`src/core/sad_pkg.sv`:
```
package sad_pkg;

   // Destinations
   typedef enum logic [2:0] {
      SAD_DEST_MEM,
      SAD_DEST_PORT_A,
      SAD_DEST_PORT_B,
      SAD_DEST_PORT_C,
      SAD_DEST_PORT_D,
      SAD_DEST_SYSBUS
   } sad_dest_t;

   // Requesting source
   typedef enum logic [2:0] {
      SAD_SRC_CPU,
      SAD_SRC_HUB_A,
      SAD_SRC_HUB_B,
      SAD_SRC_HUB_C,
      SAD_SRC_HUB_D
   } sad_src_t;

   typedef struct packed {
      logic        valid;
      sad_src_t    src;
      logic        is_io;
      logic        is_write;
      logic        smm_code;
      logic        dword;
      logic [33:0] addr;
   } sad_req_t;

   typedef struct packed {
      logic        valid;
      sad_dest_t   dest;
      logic        int_msg;
      logic        self_target_ready_signal;
      logic [33:0] addr;
   } sad_route_t;

   // Address map boundaries
   localparam logic [33:0] SAD_ONE_MB      = 34'h0_0010_0000;
   localparam logic [33:0] SAD_FOUR_GB     = 34'h1_0000_0000;
   localparam logic [33:0] SAD_VGA_LO      = 34'h0_000A_0000;
   localparam logic [33:0] SAD_VGA_HI      = 34'h0_000B_FFFF;
   localparam logic [33:0] SAD_MONO_LO     = 34'h0_000B_0000;
   localparam logic [33:0] SAD_MONO_HI     = 34'h0_000B_7FFF;
   localparam logic [33:0] SAD_ISA_EXP_LO  = 34'h0_000C_0000;
   localparam logic [33:0] SAD_EXT_BIOS_LO = 34'h0_000E_0000;
   localparam logic [33:0] SAD_SYS_BIOS_LO = 34'h0_000F_0000;
   localparam logic [33:0] SAD_HOLE_LO     = 34'h0_00F0_0000;
   localparam logic [33:0] SAD_HOLE_HI     = 34'h0_00FF_FFFF;
   localparam logic [33:0] SAD_IOAPIC_LO   = 34'h0_FEC0_0000;
   localparam logic [33:0] SAD_IOAPIC0_HI  = 34'h0_FEC7_FFFF;
   localparam logic [33:0] SAD_IOAPIC3_HI  = 34'h0_FEC8_2FFF;
   localparam logic [33:0] SAD_INTMSG_LO   = 34'h0_FEE0_0000;
   localparam logic [33:0] SAD_INTMSG_HI   = 34'h0_FEEF_FFFF;
   localparam logic [33:0] SAD_IO_LIMIT    = 34'h0_0001_0002;
   localparam int          SAD_SEG_SHIFT   = 14;
   localparam int          SAD_IOAPIC_SHIFT = 12;

   // Monochrome adapter I/O ports
   localparam logic [15:0] SAD_MONO_IO_0 = 16'h03B4;
   localparam logic [15:0] SAD_MONO_IO_1 = 16'h03B5;
   localparam logic [15:0] SAD_MONO_IO_2 = 16'h03B8;
   localparam logic [15:0] SAD_MONO_IO_3 = 16'h03B9;
   localparam logic [15:0] SAD_MONO_IO_4 = 16'h03BA;
   localparam logic [15:0] SAD_MONO_IO_5 = 16'h03BF;

   // Shadow attribute encoding {write_en, read_en}
   localparam logic [1:0] SAD_ATTR_RD = 2'h1;
   localparam logic [1:0] SAD_ATTR_WR = 2'h2;
   localparam int         SAD_NUM_SEG = 13;
   localparam logic [2*SAD_NUM_SEG-1:0] SAD_ATTR_RESET = 26'h0;

   // Identification register
   localparam logic [7:0]  SAD_IDENT_OFFSET = 8'h02;
   localparam logic [15:0] SAD_IDENT_C_F0   = 16'hA001; // Arbitrary
   localparam logic [15:0] SAD_IDENT_C_F1   = 16'hA002; // Arbitrary
   localparam logic [15:0] SAD_IDENT_D_F0   = 16'hA003; // Arbitrary
   localparam logic [15:0] SAD_IDENT_D_F1   = 16'hA004; // Arbitrary

endpackage

```
`src/core/sad_decoder.sv`:
```
// Overview of operation
// - Accept 34-bit host memory addresses and I/O up to 64 KB plus three.
// - Low-memory-top to 4 GB holds interrupt-controller and port windows only.
// - Below 1 MB and 1 MB to low-memory-top go to system memory.
// - Video and monochrome windows go to primary port, else enabled bridge.
// - Monochrome-present bit sends monochrome window to primary port.
// - Monochrome adapter I/O ports are forwarded to the primary port.
// - SMM enabled and open or processor code request steers video to memory.
// - ISA expansion: eight 16 KB segments, each read/write attribute.
// - Extended BIOS: four 16 KB segments with read and write attributes.
// - System BIOS: one 64 KB segment, disabled after reset.
// - Hub-port accesses hitting shadow regions always go to memory.
// - ISA hole enable relays 15 to 16 MB to primary port.
// - Interrupt-controller windows route processor accesses to A, B, C, D.
// - Hub-port dword writes to interrupt space go to system bus.
// - Device terminates hub-port interrupt message with response and target ready.
// - Processor writes to interrupt space are carried on system bus.
// - Port C and D bridge identification values are read-only.
// - Unclaimed low-memory-top to 4 GB goes subtractively to primary.
`timescale 1ns/1ps
`default_nettype none

module sad_decoder #(
   parameter logic [15:0] IDENT_C_F0 = sad_pkg::SAD_IDENT_C_F0, // arbitrary
   parameter logic [15:0] IDENT_C_F1 = sad_pkg::SAD_IDENT_C_F1, // arbitrary
   parameter logic [15:0] IDENT_D_F0 = sad_pkg::SAD_IDENT_D_F0, // arbitrary
   parameter logic [15:0] IDENT_D_F1 = sad_pkg::SAD_IDENT_D_F1  // arbitrary
) (
   // Clock and reset
   input  wire logic              clk,
   input  wire logic              rst_b,
   // Request in, route out
   input  wire sad_pkg::sad_req_t req,
   output var sad_pkg::sad_route_t route,
   // Configuration
   input  wire logic [33:0]       low_memory_top,
   input  wire logic [2:0]        video_route_en,
   input  wire logic              monochrome_present_bit,
   input  wire logic              smm_global_enable,
   input  wire logic              smm_open,
   input  wire logic              isa_hole_enable,
   input  wire logic              attr_wr,
   input  wire logic [25:0]       attr_wdata,
   output logic [25:0]            shadow_attribute_region,
   // Identification register reads
   input  wire logic              ident_rd,
   input  wire logic [1:0]        ident_func,
   input  wire logic [7:0]        ident_offset,
   output logic [15:0]            ident_rdata
);

   ////////////////////////////////////////////////////////////////////////
   // Shadow attributes: two bits per segment, segment 12 is system BIOS

   always_ff @(posedge clk) begin
      if (!rst_b) begin
         shadow_attribute_region <= sad_pkg::SAD_ATTR_RESET;
      end else if (attr_wr) begin
         shadow_attribute_region <= attr_wdata;
      end
   end

   ////////////////////////////////////////////////////////////////////////
   // Region decode

   wire logic [33:0] a       = req.addr;
   wire logic        is_cpu  = (req.src == sad_pkg::SAD_SRC_CPU);
   wire logic        in_vga  = a >= sad_pkg::SAD_VGA_LO &&
                               a <= sad_pkg::SAD_VGA_HI;
   wire logic        in_mono = a >= sad_pkg::SAD_MONO_LO &&
                               a <= sad_pkg::SAD_MONO_HI;
   wire logic        in_shadow = a >= sad_pkg::SAD_ISA_EXP_LO &&
                                 a < sad_pkg::SAD_ONE_MB;
   wire logic        in_hole = a >= sad_pkg::SAD_HOLE_LO &&
                               a <= sad_pkg::SAD_HOLE_HI;
   wire logic        in_low  = a < low_memory_top;
   wire logic        in_high = a >= sad_pkg::SAD_FOUR_GB;
   wire logic        in_apic = a >= sad_pkg::SAD_IOAPIC_LO &&
                               a <= sad_pkg::SAD_IOAPIC3_HI;
   wire logic        in_apic0 = a <= sad_pkg::SAD_IOAPIC0_HI;
   wire logic        in_int  = a >= sad_pkg::SAD_INTMSG_LO &&
                               a <= sad_pkg::SAD_INTMSG_HI;
   wire logic        io_ok   = a <= sad_pkg::SAD_IO_LIMIT;

   // Segment index: 0..7 ISA expansion, 8..11 extended BIOS, 12 system BIOS
   wire logic [3:0] seg_idx = (a >= sad_pkg::SAD_SYS_BIOS_LO) ? 4'hC :
      4'(a[19:sad_pkg::SAD_SEG_SHIFT] - 6'h30);
   wire logic [1:0] seg_attr = shadow_attribute_region[2*seg_idx +: 2];
   wire logic       seg_hit  = req.is_write ?
      |(seg_attr & sad_pkg::SAD_ATTR_WR) :
      |(seg_attr & sad_pkg::SAD_ATTR_RD);

   // SMM reclaim of the video window
   wire logic smm_video = smm_global_enable &&
                          (smm_open || (is_cpu && req.smm_code));

   // 4 KB interrupt-controller window index above the primary window
   wire logic [1:0] apic_sel =
      a[sad_pkg::SAD_IOAPIC_SHIFT+1:sad_pkg::SAD_IOAPIC_SHIFT];

   function automatic sad_pkg::sad_dest_t bridge_dest(input logic [1:0] n);
      case (n)
         2'h0:    bridge_dest = sad_pkg::SAD_DEST_PORT_B;
         2'h1:    bridge_dest = sad_pkg::SAD_DEST_PORT_C;
         2'h2:    bridge_dest = sad_pkg::SAD_DEST_PORT_D;
         default: bridge_dest = sad_pkg::SAD_DEST_PORT_A;
      endcase
   endfunction

   // Bridge chosen for video; lowest set enable wins if misprogrammed
   wire sad_pkg::sad_dest_t video_dest =
      video_route_en[0] ? bridge_dest(2'h0) :
      video_route_en[1] ? bridge_dest(2'h1) :
      video_route_en[2] ? bridge_dest(2'h2) :
                          sad_pkg::SAD_DEST_PORT_A;

   ////////////////////////////////////////////////////////////////////////
   // Destination selection

   sad_pkg::sad_dest_t next_dest;
   logic               next_int;

   always_comb begin
      next_int  = 1'b0;
      next_dest = sad_pkg::SAD_DEST_PORT_A;
      if (req.is_io) begin
         // Non-monochrome I/O also lands on the primary port here
         next_dest = sad_pkg::SAD_DEST_PORT_A;
      end else if (in_int && req.is_write &&
                   (is_cpu || req.dword)) begin
         next_dest = sad_pkg::SAD_DEST_SYSBUS;
         next_int  = 1'b1;
      end else if (in_high) begin
         next_dest = sad_pkg::SAD_DEST_MEM;
      end else if (in_vga) begin
         if (smm_video) begin
            next_dest = sad_pkg::SAD_DEST_MEM;
         end else if (in_mono && monochrome_present_bit) begin
            next_dest = sad_pkg::SAD_DEST_PORT_A;
         end else begin
            next_dest = video_dest;
         end
      end else if (in_shadow) begin
         if (!is_cpu || seg_hit) begin
            next_dest = sad_pkg::SAD_DEST_MEM;
         end else begin
            next_dest = sad_pkg::SAD_DEST_PORT_A;
         end
      end else if (in_hole && isa_hole_enable) begin
         next_dest = sad_pkg::SAD_DEST_PORT_A;
      end else if (in_low) begin
         next_dest = sad_pkg::SAD_DEST_MEM;
      end else if (in_apic && is_cpu) begin
         if (in_apic0) begin
            next_dest = sad_pkg::SAD_DEST_PORT_A;
         end else begin
            next_dest = bridge_dest(apic_sel);
         end
      end else begin
         next_dest = sad_pkg::SAD_DEST_PORT_A;
      end
   end

   wire logic next_valid = req.valid && (!req.is_io || io_ok);

   always_ff @(posedge clk) begin
      if (!rst_b) begin
         route <= '0;
      end else begin
         route.valid     <= next_valid;
         route.dest      <= next_dest;
         route.int_msg   <= next_valid && next_int;
         route.self_target_ready_signal <= next_valid && next_int && !is_cpu;
         route.addr      <= a;
      end
   end

   ////////////////////////////////////////////////////////////////////////
   // Identification registers; writes are not accepted at all

   wire logic [15:0] ident_sel =
      (ident_func == 2'h0) ? IDENT_C_F0 :
      (ident_func == 2'h1) ? IDENT_C_F1 :
      (ident_func == 2'h2) ? IDENT_D_F0 : IDENT_D_F1;

   always_ff @(posedge clk) begin
      if (!rst_b) begin
         ident_rdata <= 16'h0000;
      end else if (ident_rd) begin
         ident_rdata <= (ident_offset == sad_pkg::SAD_IDENT_OFFSET) ?
                        ident_sel : 16'h0000;
      end
   end

endmodule

`default_nettype wire

```
`config.mk`:
```
export PLATFORM = sky130hd
export DESIGN_NAME = sad_decoder
export DESIGN_NICKNAME = d
export VERILOG_FILES = /design/src/core/sad_pkg.sv /design/src/core/sad_decoder.sv
export SDC_FILE = /design/constraint.sdc
export NUM_CORES = 1
export LEC_CHECK = 0
export CAP_MARGIN = 25
export CORE_UTILIZATION = 64
export DETAILED_ROUTE_END_ITERATION = 7
export DONT_BUFFER_PORTS = 1
export PLACE_DENSITY = 0.78
export SYNTH_ARGS = -nofsm -noshare
export SYNTH_HDL_FRONTEND = slang
export SYNTH_SLANG_ARGS = --single-unit
```
`constraint.sdc`:
```
create_clock -name clk -period 2.4 [get_ports clk]
set_input_delay 0.36 -clock clk [delete_from_list [all_inputs] [get_ports clk]]
set_output_delay 0.36 -clock clk [all_outputs]
set_load 0.01 [all_outputs]
```
; After elaboration in Yosys (flattened, before gate mapping)
; Cells that the tools add are included.
[op_classes]
add_sub_neg = 1
order_cmp = 17
n_eq_ne = 5
shift = 1
mux = 24
bitwise_logic = 1
reduce_logical = 27
[ops]
columns = cell, n
row1 = $ge A34 B20 Y1 const B, 4
row2 = $le A34 B32 Y1 const B, 3
row3 = $ge A34 B32 Y1 const B, 2
row4 = $le A34 B20 Y1 const B, 2
row5 = $mux W3, 16
row6 = $ge A34 B24 Y1 const B, 1
row7 = $ge A34 B33 Y1 const B, 1
row8 = $le A34 B17 Y1 const B, 1
row9 = $le A34 B24 Y1 const B, 1
row10 = $lt A34 B21 Y1 const B, 1
row11 = $lt A34 B34 Y1, 1
row12 = $shiftx A26 B6 Y2, 1
row13 = $logic_and A1 B1 Y1, 16
row14 = $mux W16, 1
row15 = $pmux W3 S3, 1
row16 = $eq A8 B2 Y1 const B, 1
row17 = $mux W1, 5
row18 = $eq A2 B1 Y1 const B, 2
row19 = $eq A2 B2 Y1 const B, 2
row20 = $logic_not A2 Y1, 2
row21 = $logic_or A1 B1 Y1, 4
row22 = $mux W4, 1
row23 = $reduce_or A4 Y1, 1
row24 = $sub A4 B1 Y4 const B, 1
row25 = other kinds (4), 5
[word_totals]
regBits = 82
input_bits = 123
output_inout_bits = 82
word_cells = 85

; Logic depth before layout (Yosys ltp)
; Gate-level depths: netlist (run 1).
[logic_depth]
depth_word = 11
mapped_depth = 9
ltp_nobuf = 9

; Worst setup path after synthesis (run 1)
; No wires, ideal clock.
[synth_timing]
path_type = input to register
from = input port low_memory_top[27]
to = register route[38] in the netlist's numbering
setup_time_ps = 122
t_arrival_ps = 1802
required_time_ps = 2278
setup_slack_ps = 476
cell_stages = 9
n_path_buf = 0
path_cell_list = inv_1 > ha_1 > a211oi_1 > nor2_1 > o21ai_0 > a211o_1 > nand3_1 > o2111a_1 > o311a_1
[synth_via]
elab_chain_cells = 7
[synth_rtl]
columns = item, line_no
row1 = "start, declared", sad_decoder.sv:36  ; input wire logic [33:0] low_memory_top,
row2 = $lt A34 B34 Y1, sad_decoder.sv:76  ; wire logic in_low = a < low_memory_top;
row3 = $mux W3, sad_decoder.sv:151  ; end else if (in_low) begin
row4 = $mux W3, sad_decoder.sv:149  ; end else if (in_hole && isa_hole_enable) begin
row5 = $mux W3, sad_decoder.sv:143  ; end else if (in_shadow) begin
row6 = $mux W3, sad_decoder.sv:135  ; end else if (in_vga) begin
row7 = $mux W3, sad_decoder.sv:133  ; end else if (in_high) begin
row8 = $mux W3, sad_decoder.sv:129  ; end else if (in_int && req.is_write &&
row9 = "end, declared", sad_decoder.sv:34  ; output var sad_pkg::sad_route_t route,
; No other way between the ends.
; A chain may end at the register's enable or synchronous reset.

; Final worst setup path (run 1)
; Ends and elaborated chain as after synthesis.

==> results of run 1 <==
## power by group through the flow
stage                     clock network (mW)  registers (mW)  logic, mW
final                                   1.08            1.29      0.270
after global routing                    1.14            1.29      0.311
after CTS                               1.09            1.29      0.272
after detailed placement                   0            1.31      0.271
after global placement                     0            1.31      0.258
after floorplan                            0            1.30      0.264
## layout make-up
type,instances,area (µm²)
clock buffers,11,151
clock inverters,5,81.3
flip-flops and latches,70,1400
inverters,43,161
well taps,75,93.8
repair buffers,1,7.51
multi-input cells,317,2350
fillers,497,1750
## state kept, by name (all words and copies together) (netlist names)
signal / flops
ident_rdata: 4
route: 40
shadow_attribute_region: 26
## cells in the final DEF, fill, tap and decap left out, drive strengths merged, types with 18 or more instances in the layout
cell / instances
dfxtp: 70
ha: 36
inv: 43
and2: 34
nand2: 19
mux2i: 30
o21ai: 18
nor2: 21
nor2b: 37
## per-layer routing
metal,wire length (µm),global-route usage,up-vias
li1,-,-,1541
met4,153,0.116,0
met2,4410,0.471,163
met1,3800,0.327,1470
met5,0,0,-
met3,859,0.0888,14
## kinds of logic after synthesis
kind of cell / share of synthesized area
simple gates: 0.256
flops: 0.349
compound gates: 0.123
buf+inv: 0.0751
fa+ha+maj: 0.112
mux: 0.0832
other cells: 0.000934
## worst max path at each step
stage                     cells after the start                from                   end
final                                         9  low_memory_top[27]  route[38]$_SDFF_PP0_
after global routing                          7              req[6]  route[37]$_SDFF_PP0_
after CTS                                     9  low_memory_top[27]  route[38]$_SDFF_PP0_
after detailed placement                      9  low_memory_top[27]  route[38]$_SDFF_PP0_
after global placement                        9  low_memory_top[27]  route[38]$_SDFF_PP0_
after floorplan                               9  low_memory_top[27]  route[38]$_SDFF_PP0_
## critical path: stages
cell      delay (ps)
inv_1             20
ha_1             280
a211oi_1         240
nor2_1            70
o21ai_0          160
a211o_1          150
nand3_1          110
o2111a_1         270
o311a_1          280
==> summary.txt, run 1 <==
status = finished, final reports clean
Placement Cell Area = 0.00401 mm²
largest net degree at the start of global routing = 69
Hold/Removal Path Class = in -> reg
die area = 0.00659 mm²
post-layout util = 0.709
post-CTS sizing = 0
max-slew violation count = 0
Post-DP HPWL = 7.25 mm
DRC errors left = 0
Yosys top cell area share = 0.349
# Post-CTS Setup Buffers = 0
GP Congestion = 0.825
Seq cells post-synth = 70
Post-CTS Hold Fix Bufs = 0
via/cell ratio = 6.11
Die Y-Extent = 81.2 µm
setup slack after layout = 672 ps
combinational fraction of design power = 0.102
dpl ws = 334 ps
RSZ-0062 raised after global routing = false
TNS Setup = 0 ps
Crit Path Max Fanout = 3
Pint = 2.00 mW
Syn Inst Count = 445
Min-Delay Startpoint = req[37]
number of top-level pins = 205
Clock Skews = 7.93 ps
peak supply drop = 0.492 mV
hold endpoint = route[39]$_SDFF_PN0_
Max Cap Viol = 0
most common cell in the netlist = dfxtp_1
via count = 3188
final hold vios = 0
root buf cell = clkbuf_8
crit end category = register
WHS = 108 ps
Clock Power Share = 0.409
GRT Util Overall = 0.280
Lkg Pwr = 1.85 nW
Switching Share = 0.240
synthesized area per cell = 9.02 µm²
Routed WL = 9.22 mm
Routed wire per std cell = 17.7 µm
Mapped Area = 0.00401 mm²
layout cells sized above 1 = 0.0738
nets = 601
crit share post-route = 0.720
startpoint types = primary input
Final ANT Viol Nets = 0
Slew @ Worst Pin = 560 ps
capturing point of the worst reg2reg path = route[36]$_SDFF_PN0_
critical path class = in -> reg
number of global-route vias before repair = 3053
share of flip-flops with an asynchronous set or reset after synthesis = 0
Flop pwr share = 0.489
IO Port Bufs = 0
area added between synthesis and finish = 5.77%
r2r startpoint = shadow_attribute_region[6]$_SDFFE_PN0P_
Synth area leader = dfxtp_1
Post-synth EDFFs = 0
Switch Pwr = 0.631 mW
Max Clk Rate = 579 MHz
pwr/cell area = 620 mW/mm²
n_diodes = 0
CTS tree = built
register-to-register setup slack = 820 ps
DRT iter0 DRCs = 125
Worst-Skew Late Latency = 340 ps
first-pass GRT wire length = 14.1 mm
worst reg-to-reg path cell count = 7
Synth Warn # = 0
final cell count without fillers = 522
Main synth FF type = dfxtp_1
core area = 0.00599 mm²
Design Area, Final = 0.00425 mm²
Netlist cell types = 60
clk buf depth = 2
global route total overflow = 0
htree depth = 3
Final setup violation count = 0
WHS Path Cells = 1
Synth area leaders = dfxtp_1, ha_1, mux2i_1
antenna violations before repair = 0
Clock Sink Count = 70
post-route minimum period = 1730 ps
Post-synth top cells = dfxtp_1, inv_1, nor2b_1
Die W = 81.2 µm
std cell rows = 28
max_slew headroom = 0.623
CTS buffer count = 9
Worst EP arrival = 1950 ps
Seq/Total Area, Yosys = 0.349
Clock transition at path regs = 70 ps
Cells after DPL = 506
Initial Utilization = 0.670
total power = 2.63 mW
1st-pass router iterations = 4
Req. time, crit path = 2630 ps
(Power assumes the default switching activity.)
==> run 2, diff against run 1 <==
Settings changed: ABC_AREA from default to 1, CORE_UTILIZATION 64 to 58, PLACE_DENSITY 0.78 to 0.74.
Clock period 2.4 ns to 1.4 ns, I/O delays scaled along.
==> summary.txt, run 2 <==
Slew @ Worst Pin = 526 ps (-34.0 ps)
Routed WL = 16.3 mm (+77%)
total power = 4.86 mW (+85%)
std cell rows = 30 (+7.1%)
Post-Synth Simple-Gate Area = 0.278 (+0.0224)
via count = 4953 (+55%)
most common cell after layout, fill and taps aside = inv_1
most common cell in the netlist = inv_1
Post-synth top cells = inv_1, nand2_1, dfxtp_1, nor2_1, a21oi_1
Initial Utilization = 0.609 (-0.0613)
IO Port Bufs = 0 (unchanged)
WHS Path Cells = 2 (+1)
number of top-level pins = 205 (unchanged)
first-pass GRT wire length = 21.9 mm (+56%)
htree depth = 3 (unchanged)
Seq/Total Area, Yosys = 0.335 (-0.0140)
Routed wire per std cell = 19.3 µm (+9.3%)
1st-pass router iterations = 7 (+3)
max_slew headroom = 0.648 (+0.0249)
biggest registers after layout = route (40), shadow_attribute_region (26), ident_rdata (4)
GP Congestion = 0.878 (+6.5%)
commonest cells after routing, fill and taps aside = inv_1, nand2_1, dlygate4sd3_1
root buf cell = clkbuf_8
failing checks = setup timing
Placement Cell Area = 0.00464 mm² (+16%)
clk buf depth = 2 (unchanged)
crit end category = register
CTS buffer count = 9 (unchanged)
worst reg-to-reg path cell count = 13 (+6)
Hold/Removal Path Class = in -> reg
layout cells sized above 1 = 0.178 (+0.104)
Max Cap Viol = 0 (unchanged)
Main synth FF type = dfxtp_1
largest register by flop count = route
Synth area leaders = dfxtp_1, ha_1, inv_1
Max Clk Rate = 580 MHz
Synth Area in XOR/XNOR = 0 (unchanged)
post-route minimum period = 1720 ps
Die Y-Extent = 86.9 µm (+7.0%)
Crit Path Max Fanout = 3 (unchanged)
peak supply drop = 0.663 mV (+35%)
Mapped Area = 0.00418 mm² (+4.2%)
Seq cells post-synth = 70 (unchanged)
Multi-input gate area = 0.00247 mm² (+5.1%)
synthesized area per cell = 6.87 µm² (-24%)
Synth Warn # = 0 (unchanged)
area added between synthesis and finish = 40.9%
Final ANT Viol Nets = 0 (unchanged)
Synth area leader = dfxtp_1
critical path class = in -> reg
nets = 903 (+50%)
Design Area, Final = 0.00589 mm² (+39%)
setup slack after layout = -325 ps (-997 ps)
max reg flops = 40 (unchanged)
largest net degree at the start of global routing = 45 (-35%)
antenna violations before repair = 0 (unchanged)
number of global-route vias before repair = 4860 (+59%)
DRT iter0 DRCs = 401 (+220%)
pwr/cell area = 825 mW/mm² (+33%)
Post-synth EDFFs = 0 (unchanged)
dpl ws = -551 ps (-885 ps)
final cell count without fillers = 844 (+62%)
Post-Synth Adder-Cell Area = 0.108 (-0.00450)
Clock Skews = 13.6 ps (+5.64 ps)
GRT Util Overall = 0.380 (+0.100)
fill count = 393 (-21%)
Syn Inst Count = 609 (+37%)
Yosys top cell area share = 0.335 (-0.0140)
Netlist cell types = 38 (-37%)
Worst-Skew Late Latency = 360 ps (+20 ps)
CTS tree = built
crit share post-route = 1.23
Clock Sink Count = 70 (unchanged)
Cells after DPL = 746 (+47%)
Lkg Pwr = 2.90 nW (+57%)
Worst EP arrival = 2020 ps (+70 ps)
final hold vios = 0 (unchanged)
post-layout util = 0.858 (+0.149)
FF/Latch Area = 0.00140 mm² (unchanged)
Die W = 86.9 µm (+7.0%)
Post-DP HPWL = 8.26 mm (+14%)
global route total overflow = 0 (unchanged)
Synth Area in Compound Gates = 0.136 (+0.0130)
max-slew violation count = 0 (unchanged)
Req. time, crit path = 1700 ps (-930 ps)
status = complete, but fails checks
dominant combinational cell family by area after synthesis = simple AND/OR/NAND/NOR gates
n_diodes = 0 (unchanged)
share of flip-flops with an asynchronous set or reset after synthesis = 0 (unchanged)
DRC errors left = 0 (unchanged)
core area = 0.00687 mm² (+15%)
Final setup violation count = 4 (+4)
mux cell area share after synthesis = 0 (-0.0832)
die area = 0.00755 mm² (+15%)
via/cell ratio = 5.87 (-3.9%)
RSZ-0062 raised after global routing = true
startpoint types = primary input
Clock transition at path regs = 90 ps (+20 ps)
[run 2: worst paths after layout]
path / from / end / slack, ps
worst max-delay path: low_memory_top[27] / route[38]$_SDFF_PP0_ / -320
worst min-delay path: attr_wdata[25] / shadow_attribute_region[25]$_SDFFE_PN0P_ / 4
worst max register to register: shadow_attribute_region[12]$_SDFFE_PN0P_ / route[36]$_SDFF_PN0_ / 120
worst min register to register: shadow_attribute_region[10]$_SDFFE_PN0P_ / shadow_attribute_region[10]$_SDFFE_PN0P_ / 490
[run 2: area by class of cell]
cell class / instances / area share
tap: 96 / 0.0204
inverter: 114 / 0.0756
multi-input combinational: 408 / 0.419
sequential: 70 / 0.238
timing repair buffer: 141 / 0.216
clock inverter: 5 / 0.0102
clock buffer: 10 / 0.0217
[run 2: logic make-up after synthesis]
logic type                 Yosys count
and+or+nand+nor                    258
other                                1
buffers and inverters              142
AOI/OAI and AO/OA                  102
adders and majority gates           36
DFF                                 70
[run 2: metrics by stage]
step / hold WS (ps) / TNS, ps
3_5_place_dp: 294 / -1450
2_1_floorplan: 289 / -439
5_1_grt: 6.34 / -1330
3_3_place_gp: 295 / -1370
4_1_cts: 0.0398 / -5.83
6_report: 3.64 / -896
[run 2: report_power, final]
group | switching, mW | total, mW | internal (mW) | leakage [nW]
registers | 0.0885 | 2.19 | 2.10 | 0.581
clock network | 0.824 | 1.65 | 0.821 | 0.0927
logic | 0.536 | 1.03 | 0.493 | 2.23
[run 2: metal layers]
layer	part of all wire	wire (µm)	GRT usage
met5	0	0	0
met1	0.32	5260	0.387
met2	0.46	7530	0.662
met3	0.13	2130	0.105
met4	0.084	1370	0.288
[run 2: worst max-delay path, stage by stage]
cell       delay (ps)
inv_1             110
ha_4              360
nand2_1           200
nor3_4            260
and3_4            260
o2111ai_4         100
nand3_2           130
nand3_2           100
nand2_1            90
o211ai_1           80
a21boi_1          120
[run 2: repair_timing]
action	4_1_cts	5_1_grt
cloned	1	0
buffers inserted	7	2
resized for setup	32	15
hold buffers	71	2
hold endpoints to repair	57	2
endpoints found under the setup margin	2	3
pin swaps	14	13
